==> src/common/dcsr_map.vh <==
`ifndef DCSR_MAP_VH
`define DCSR_MAP_VH
// Register byte offsets (32-bit aligned words on the register bus)
`define DCSR_OFF_COUNT_LOW      12'h000
`define DCSR_OFF_COUNT_HIGH     12'h004
`define DCSR_OFF_LIMIT_LOW      12'h008
`define DCSR_OFF_LIMIT_HIGH     12'h00C
`define DCSR_OFF_INTV_LOW       12'h010
`define DCSR_OFF_INTV_HIGH      12'h014
`define DCSR_OFF_HOLD           12'h018
// Widths and fields
`define DCSR_ADDR_W             12
`define DCSR_HALF_W             16
`define DCSR_WORD_LSB           2
`define DCSR_UPPER_HI           31
`define DCSR_UPPER_LO           16
// Reset values
`define DCSR_HALF_ZERO          16'h0000
`define DCSR_ADDR_ZERO          12'h000
`define DCSR_WORD_ZERO          32'h0000_0000
// Bus responses
`define DCSR_RESP_OKAY          2'h0
`define DCSR_RESP_SLVERR        2'h2
`endif

==> src/rtl/dcsr_cfg_mirror.v <==
`timescale 1ns/1ps
`default_nettype none
`include "dcsr_map.vh"
// Mirror of the four configuration halfwords, reloaded on every reset
module dcsr_cfg_mirror (
  // Clock and reset
  input  wire        mclk_in,
  input  wire        rst_in,
  // Configuration words from the nonvolatile store
  input  wire [15:0] cfg_limit_low_in,
  input  wire [15:0] cfg_limit_high_in,
  input  wire [15:0] cfg_intv_low_in,
  input  wire [15:0] cfg_intv_high_in,
  // Mirrored values
  output reg  [15:0] limit_low_out,
  output reg  [15:0] limit_high_out,
  output reg  [15:0] intv_low_out,
  output reg  [15:0] intv_high_out
);

  // Load pulse: first clock after reset release
  reg load_pend_q;

  // Async reset may only load constants, so the value is caught by a clock
  always @(posedge mclk_in or posedge rst_in) begin
    if (rst_in) begin
      load_pend_q <= 1'b1;
    end else begin
      load_pend_q <= 1'b0;
    end
  end

  // Mirrors copy every configuration bit at reset; no bus path writes them
  always @(posedge mclk_in or posedge rst_in) begin
    if (rst_in) begin
      limit_low_out  <= `DCSR_HALF_ZERO;
      limit_high_out <= `DCSR_HALF_ZERO;
      intv_low_out   <= `DCSR_HALF_ZERO;
      intv_high_out  <= `DCSR_HALF_ZERO;
    end else if (load_pend_q) begin
      limit_low_out  <= cfg_limit_low_in;
      limit_high_out <= cfg_limit_high_in;
      intv_low_out   <= cfg_intv_low_in;
      intv_high_out  <= cfg_intv_high_in;
    end
  end

endmodule // dcsr_cfg_mirror
`default_nettype wire

==> src/rtl/dcsr_top.v <==
// Summary of operation
// - counter bits 31:16 read-only, follow the live counter
// - limit low register returns nv low word
// - limit high register returns nv high word
// - interval low register returns nv low word
// - mirrors load configuration bits at reset
// - counter bits 15:0 read-only register
// - interval high register returns nv high word
// - hold resets zero, loads on counter read
`timescale 1ns/1ps
`default_nettype none
`include "dcsr_map.vh"
// Register map: one aligned 32-bit word per register, data in bits 15:0
//   0x000  deadman_count_low            live counter bits 15:0
//   0x004  deadman_count_high           live counter bits 31:16
//   0x008  count_limit_status_low       mirror of the low limit word
//   0x00C  count_limit_status_high      mirror of the high limit word
//   0x010  window_interval_status_low   mirror of the low interval word
//   0x014  window_interval_status_high  mirror of the high interval word
//   0x018  count_high_hold              upper count half at the last count read
// Bits 31:16 of every word read as zero.
// Any other address answers SLVERR on either channel and reads zero.
// Every register is read-only: a write is answered but never stored.
// Reads have no side effect except the reload of the hold.

module dcsr_top (
  // Clock and reset
  input  wire        mclk_in,
  input  wire        rst_in,
  // Live deadman counter from the timer core
  input  wire [31:0] deadman_count_in,
  // Nonvolatile configuration words
  input  wire [15:0] nv_count_limit_low_word_in,
  input  wire [15:0] nv_count_limit_high_word_in,
  input  wire [15:0] nv_window_interval_low_word_in,
  input  wire [15:0] nv_window_interval_high_word_in,
  // AXI4-Lite write address
  input  wire        s_axi_awvalid_in,
  output wire        s_axi_awready_out,
  input  wire [11:0] s_axi_awaddr_in,
  // AXI4-Lite write data
  input  wire        s_axi_wvalid_in,
  output wire        s_axi_wready_out,
  input  wire [31:0] s_axi_wdata_in,
  input  wire [3:0]  s_axi_wstrb_in,
  // AXI4-Lite write response
  output reg         s_axi_bvalid_out,
  input  wire        s_axi_bready_in,
  output reg  [1:0]  s_axi_bresp_out,
  // AXI4-Lite read address
  input  wire        s_axi_arvalid_in,
  output wire        s_axi_arready_out,
  input  wire [11:0] s_axi_araddr_in,
  // AXI4-Lite read data
  output reg         s_axi_rvalid_out,
  input  wire        s_axi_rready_in,
  output reg  [31:0] s_axi_rdata_out,
  output reg  [1:0]  s_axi_rresp_out
);

  // Mirrored configuration halves
  // Driven only by the mirror module; no bus path reaches them
  wire [15:0] limit_low_w;
  wire [15:0] limit_high_w;
  wire [15:0] intv_low_w;
  wire [15:0] intv_high_w;

  // Write channel capture
  // Both flags clear together on the edge that raises the response
  reg         aw_held_q;   // Write address taken, awaiting data or response
  reg         w_held_q;    // Write data taken
  reg  [11:0] awaddr_q;    // Captured write address
  // Hold of upper counter half, loaded on any counter read
  reg  [15:0] count_high_hold_q;
  // Read decode
  reg  [31:0] rdata_d;
  reg  [1:0]  rresp_d;

  // Word-aligned address check
  // Only the seven exact offsets count as mapped; an offset inside a word
  // is refused rather than rounded down, so a misaligned access is
  // reported instead of silently aliasing onto a register.
  function is_mapped;
    input [11:0] addr;
    begin
      is_mapped = (addr == `DCSR_OFF_COUNT_LOW)  || (addr == `DCSR_OFF_COUNT_HIGH) ||
                  (addr == `DCSR_OFF_LIMIT_LOW)  || (addr == `DCSR_OFF_LIMIT_HIGH) ||
                  (addr == `DCSR_OFF_INTV_LOW)   || (addr == `DCSR_OFF_INTV_HIGH)  ||
                  (addr == `DCSR_OFF_HOLD);
    end
  endfunction

  // Configuration mirror loaded once per reset
  // The mirrors read zero in reset and at the first edge after release,
  // so a master must let one edge pass before reading them.
  dcsr_cfg_mirror u_mirror (
    .mclk_in           (mclk_in),
    .rst_in            (rst_in),
    .cfg_limit_low_in  (nv_count_limit_low_word_in),
    .cfg_limit_high_in (nv_count_limit_high_word_in),
    .cfg_intv_low_in   (nv_window_interval_low_word_in),
    .cfg_intv_high_in  (nv_window_interval_high_word_in),
    .limit_low_out     (limit_low_w),
    .limit_high_out    (limit_high_w),
    .intv_low_out      (intv_low_w),
    .intv_high_out     (intv_high_w)
  );

  // Ready while that channel has not yet been taken and no response pends
  // Readies depend only on local flops, so there is no combinational
  // path from the master's valid back to its own ready.
  assign s_axi_awready_out = !aw_held_q && !s_axi_bvalid_out;
  assign s_axi_wready_out  = !w_held_q && !s_axi_bvalid_out;
  assign s_axi_arready_out = !s_axi_rvalid_out;

  // Write path: address and data in either order, then one response
  // A channel taken early is held until its partner arrives, and neither
  // ready returns until the response is accepted: at most one write is in
  // flight, so no queue is needed.
  // Write data and strobes are never stored, since nothing here is writable.
  always @(posedge mclk_in or posedge rst_in) begin
    if (rst_in) begin
      // Idle: both channels ready, no response pending
      aw_held_q        <= 1'b0;
      w_held_q         <= 1'b0;
      awaddr_q         <= `DCSR_ADDR_ZERO;
      s_axi_bvalid_out <= 1'b0;
      s_axi_bresp_out  <= `DCSR_RESP_OKAY;
    end else begin
      // Address taken: keep it until the data has arrived too
      if (s_axi_awvalid_in && s_axi_awready_out) begin
        aw_held_q <= 1'b1;
        awaddr_q  <= s_axi_awaddr_in;
      end
      // Data taken: only its arrival matters, the value is dropped
      if (s_axi_wvalid_in && s_axi_wready_out) begin
        w_held_q <= 1'b1;
      end
      // Both halves present: raise the response and free both channels
      if (aw_held_q && w_held_q && !s_axi_bvalid_out) begin
        // Every register is read-only: data is dropped, nothing changes
        s_axi_bvalid_out <= 1'b1;
        aw_held_q        <= 1'b0;
        w_held_q         <= 1'b0;
        // Mapped read-only addresses answer OKAY so software sees no fault
        s_axi_bresp_out  <= is_mapped(awaddr_q) ? `DCSR_RESP_OKAY : `DCSR_RESP_SLVERR;
      end else if (s_axi_bvalid_out && s_axi_bready_in) begin
        s_axi_bvalid_out <= 1'b0;
      end
    end
  end

  // Read decode of the register map
  // Decoded straight from the request address so the answer can be
  // registered on the edge that takes the request; the defaults give zero
  // data and SLVERR for any unmapped or misaligned address.
  always @* begin
    rdata_d = `DCSR_WORD_ZERO;
    rresp_d = `DCSR_RESP_OKAY;
    // Unmapped reads fall to the default branch below
    case (s_axi_araddr_in)
      `DCSR_OFF_COUNT_LOW: begin
        rdata_d = {`DCSR_HALF_ZERO, deadman_count_in[`DCSR_HALF_W-1:0]};
      end
      `DCSR_OFF_COUNT_HIGH: begin
        rdata_d = {`DCSR_HALF_ZERO, deadman_count_in[`DCSR_UPPER_HI:`DCSR_UPPER_LO]};
      end
      `DCSR_OFF_LIMIT_LOW: begin
        rdata_d = {`DCSR_HALF_ZERO, limit_low_w};
      end
      `DCSR_OFF_LIMIT_HIGH: begin
        rdata_d = {`DCSR_HALF_ZERO, limit_high_w};
      end
      `DCSR_OFF_INTV_LOW: begin
        rdata_d = {`DCSR_HALF_ZERO, intv_low_w};
      end
      `DCSR_OFF_INTV_HIGH: begin
        rdata_d = {`DCSR_HALF_ZERO, intv_high_w};
      end
      `DCSR_OFF_HOLD: begin
        rdata_d = {`DCSR_HALF_ZERO, count_high_hold_q};
      end
      default: begin
        rresp_d = `DCSR_RESP_SLVERR;
      end
    endcase
  end

  // Read path: one-cycle answer, data registered
  // Data and response stand unchanged until the master takes them, since
  // arready stays low while rvalid is high and nothing else loads them.
  always @(posedge mclk_in or posedge rst_in) begin
    if (rst_in) begin
      // No answer pending after reset
      s_axi_rvalid_out <= 1'b0;
      s_axi_rdata_out  <= `DCSR_WORD_ZERO;
      s_axi_rresp_out  <= `DCSR_RESP_OKAY;
    end else if (s_axi_arvalid_in && s_axi_arready_out) begin
      // Request taken: register the answer, arready drops with it
      s_axi_rvalid_out <= 1'b1;
      s_axi_rdata_out  <= rdata_d;
      s_axi_rresp_out  <= rresp_d;
    end else if (s_axi_rvalid_out && s_axi_rready_in) begin
      // Master took the answer: free the channel for the next read
      s_axi_rvalid_out <= 1'b0;
    end
  end

  // Hold captures upper half on a read of either counter half
  // Reading low then hold gives a coherent 32-bit snapshot
  // Limitation: a read of the hold alone does not refresh it, so it shows
  // zero or a stale half if no counter read came before it.
  always @(posedge mclk_in or posedge rst_in) begin
    if (rst_in) begin
      // Hold starts empty on every reset
      count_high_hold_q <= `DCSR_HALF_ZERO;
    end else if (s_axi_arvalid_in && s_axi_arready_out &&
                 ((s_axi_araddr_in == `DCSR_OFF_COUNT_LOW) ||
                  (s_axi_araddr_in == `DCSR_OFF_COUNT_HIGH))) begin
      count_high_hold_q <= deadman_count_in[`DCSR_UPPER_HI:`DCSR_UPPER_LO];
    end
  end

endmodule // dcsr_top
`default_nettype wire

==> config.mk <==
export PLATFORM = sky130hd
export DESIGN_NAME = dcsr_top
export DESIGN_NICKNAME = d
export VERILOG_FILES = /design/src/rtl/dcsr_cfg_mirror.v /design/src/rtl/dcsr_top.v
export VERILOG_INCLUDE_DIRS = /design/src /design/src/common
export SDC_FILE = /design/constraint.sdc
export NUM_CORES = 1
export LEC_CHECK = 0
export BUFFER_PORTS_ARGS = -buffer_cell sky130_fd_sc_hd__clkbuf_2
export CAP_MARGIN = 0
export CORE_MARGIN = 5
export CORE_UTILIZATION = 45
export CTS_BUF_LIST = sky130_fd_sc_hd__clkbuf_2 sky130_fd_sc_hd__clkbuf_4 sky130_fd_sc_hd__clkbuf_8
export CTS_CLUSTER_SIZE = 10
export DETAILED_ROUTE_END_ITERATION = 7
export PLACE_DENSITY = 0.83
export SYNTH_ARGS = -nofsm -noshare
export SYNTH_HDL_FRONTEND = slang
export SYNTH_SLANG_ARGS = --single-unit
==> constraint.sdc <==
create_clock -name mclk_in -period 12 [get_ports mclk_in]
set_clock_uncertainty 0.05 [all_clocks]
set_input_delay 3.6 -clock mclk_in [delete_from_list [all_inputs] [get_ports mclk_in]]
set_output_delay 3.6 -clock mclk_in [all_outputs]
set_load 0.01 [all_outputs]
==> results.md <==
- Status: finished, final reports clean
- Leading area contributor after synthesis: dfrtp_1
- Reg2Reg Depth: 4
- Clk slew on worst S/H paths: about 0.07 ns
- Critical Path RT: approximately 12 ns
- HP Start: s_axi_rdata_out[4]
- Register share of total power: between 40 and 50%
- Total CTS buffers: 17
- Final Hold Vio Count: 0
- # rows: 40
- Global route overflow: 0
- Post-CTS Hold Buffers: 0
- CP Class: in -> reg
- Syn_area_per_cell: roughly 13 µm²
- Placer Congestion: between 0.7 and 0.8
- Crit path time final: about 5.5 ns
- Pint: between 0.7 and 0.8 mW
- Post-synth top cells: dfrtp_1 (114), mux2_2 (93), a22oi_1 (24)
- Synth warn: 0
- Vias in the first global route: 4385
- Hold Path End: s_axi_rdata_out[4]
- Leak: approximately 3.2 nW
- Post-CTS Repair Setup Buffers: 0
- Antenna violations before repair: 0
- Synth Register Bits: ~120
- Asr flop ratio synth: between 90% and 100%
- Clock share of power: a little under two fifths
- Worst Setup Start Kind: primary input
- CTS resizes: 0
- R2R setup slack: a little under 10 ns
- CTS tree: yes
- Full die area: roughly 15000 µm²
- Initial Utilization: a little under half
- Syn Inst Count: roughly 420
- Number of routed nets with antenna violations: 0
- Sw Pwr: 0.263 mW
- Pin count of the biggest net entering global routing: 60
- Yosys top cell area share: roughly half
- Top-count cell post-synth: dfrtp_1
- Wirelength per Cell: around 19 µm
- Total core area: roughly 12000 µm²
- Synth Cell Area: 5500 µm²
- Critical R2R Capture: s_axi_rdata_out[6]
- Seq/Total Area, Yosys: 52.4%
- Crit Path Max Fanout: 31
- Crit share post-route: a little under half
- Comb power frac: 15.9%
- Worst-Margin Slew: 1.07 ns
- Routed Wire Length: between 10000 and 15000 µm
- Hold WC Path Type: reg -> reg
- Top cells by area, synth: dfrtp_1 (52%), mux2_2 (19%), a22oi_1 (3.3%)
- Max Clk Rate: ~180 MHz
- Setup TNS: 0 ns
- Worst EP arrival: about 5.8 ns
- Starting DRT DRC Count: 260
- Clock latency at the later pin of the worst-skew pair: 0.43 ns
- # setup viols final: 0
- Global Route Usage Sum: 19.9%
- Crit Reg-Reg Startpoint: s_axi_rvalid_out
- Net Sw Frac: 26.1%
- Die Height: between 100 and 150 µm
- Area Overhead vs Synth: 21.6%
- Peak supply drop: 0.0905 mV
- Post-synth EDFFs: 0
- Antenna diode count: 0
- First-pass GRT wire length: ~22000 µm
- Max Buffers Root-to-Sink: 2
- Nets: about 730
- Final Max Tran Viols: 0
- Die W: between 100 and 150 µm
- Drt pass-1 iters: 4
- DRC viols: 0
- Worst setup EP type: register
- Top Ports: roughly 200
- Most used flip-flop cell after synthesis: dfrtp_1
- Library cells used by synthesis: 43
- PD cells: between 150 and 200 nW/µm²
- Via Count: between 4000 and 5000
- Final Total Pwr: slightly above 1 mW
- RSZ-0062 raised after global routing: no
- Vias per Instance: 5.53
- Final HPWL DP: ~10000 µm
- Share of layout cells above drive strength 1: between 50% and 60%
- Root Buffer Master: clkbuf_8
- Rel. slew slack: between 20% and 30%
- MaxCap Viol Count: 0
- Hold Path Stages: 2
- Clock sinks: around 120
- Port-buffer cells: 149
- H-tree depth: 4
-- state kept, by name, indices dropped and copies added (netlist names) --
signal and count:
aw_held_q 1, awaddr_q 12, count_high_hold_q 16, s_axi_bresp_out 1
s_axi_bvalid_out 1, s_axi_rdata_out 16, s_axi_rresp_out 1, s_axi_rvalid_out 1
u_mirror.intv_high_out 16, u_mirror.intv_low_out 16, u_mirror.limit_high_out 16, u_mirror.limit_low_out 16
u_mirror.load_pend_q 1, w_held_q 1
-- routing by layer --
metal | up-vias | global-route usage (%) | wire (µm)
li1 | 1830 | - | -
met1 | 1987 | 25.9 | 5980
met2 | 181 | 30.6 | 6450
met3 | 29 | 5.89 | 994
met4 | 0 | 9.42 | 364
met5 | - | 0 | 0
-- worst max-delay path, stage by stage --
cell and delay [ns]:
clkbuf_2 0.39, or4b_2 0.80, nor3_2 0.54, a22oi_1 0.20
o211ai_1 0.22
-- kinds of logic (layout without fill, tap and decap cells) --
logic type / count (synthesis) / count (layout) / synth area share, %
flip-flops: 115 / 115 / 52.4
AND/OR/NAND/NOR: 63 / 63 / 7.35
AO/OA/AOI/OAI: 77 / 77 / 10.6
multiplexers: 119 / 119 / 24.7
buffers and inverters: 49 / 188 / 4.89
other: 1 / 19 / 0.0682
-- power groups by stage --
| stage | sequential (mW) | combinational [mW] | clock, mW |
|---|---|---|---|
| floorplan | 0.467 | 0.113 | 0 |
| global placement | 0.471 | 0.154 | 0 |
| detailed placement | 0.476 | 0.162 | 0 |
| CTS | 0.469 | 0.162 | 0.389 |
| global route | 0.475 | 0.178 | 0.406 |
| finish | 0.469 | 0.161 | 0.380 |
-- layout by cell type (no fill, tap or decap), drive strengths merged, types with 3 or more instances in the layout --
cell     instances
nor2b            3
clkinv           5
bufinv           3
and3             9
a22oi           24
a221o            6
nor2             4
o211ai          14
dfrtp          114
a22o             7
conb            19
nor3             5
clkbuf         171
nand2           12
mux2           103
o2bb2ai         10
nand3           13
buf              3
inv              4
o21ai           10
mux2i           16
nand3b           6
-- worst max path at each step --
| stage | from | end | slack (ns) | cells past startpoint |
|---|---|---|---|---|
| after floorplan | rst_in | aw_held_q | 5.31 | 1 |
| after global placement | s_axi_araddr_in[4] | s_axi_rdata_out[0] | 6.19 | 5 |
| after detailed placement | s_axi_araddr_in[4] | s_axi_rdata_out[0] | 6.14 | 5 |
| after CTS | s_axi_araddr_in[4] | s_axi_rdata_out[6] | 6.58 | 5 |
| after global routing | s_axi_araddr_in[4] | s_axi_rdata_out[0] | 6.42 | 5 |
| final | s_axi_araddr_in[4] | s_axi_rdata_out[6] | 6.52 | 5 |
-- stage by stage --
step	hold WS [ns]	std cells	area, µm²	worst slack [ns]	utilization (%)
floorplan	0.422	442	5570	5.31	-
global placement	0.414	696	6270	6.19	52.2
detailed placement	0.429	696	6270	6.14	52.2
CTS	0.444	728	6690	6.58	55.7
global route	0.463	728	6690	6.42	55.7
finish	0.442	728	6690	6.52	55.7
-- final cells by class --
type                            instances  area, µm²
Inverter                                4       17.5
Clock buffer                           22        290
Clock inverter                         10        130
Tap cell                              147        184
Fill cell                            1011       5330
Multi-Input combinational cell        278       2420
Sequential cell                       115       2880
Timing Repair Buffer                  152        768
No activity file was read; power rests on OpenSTA's default activity.
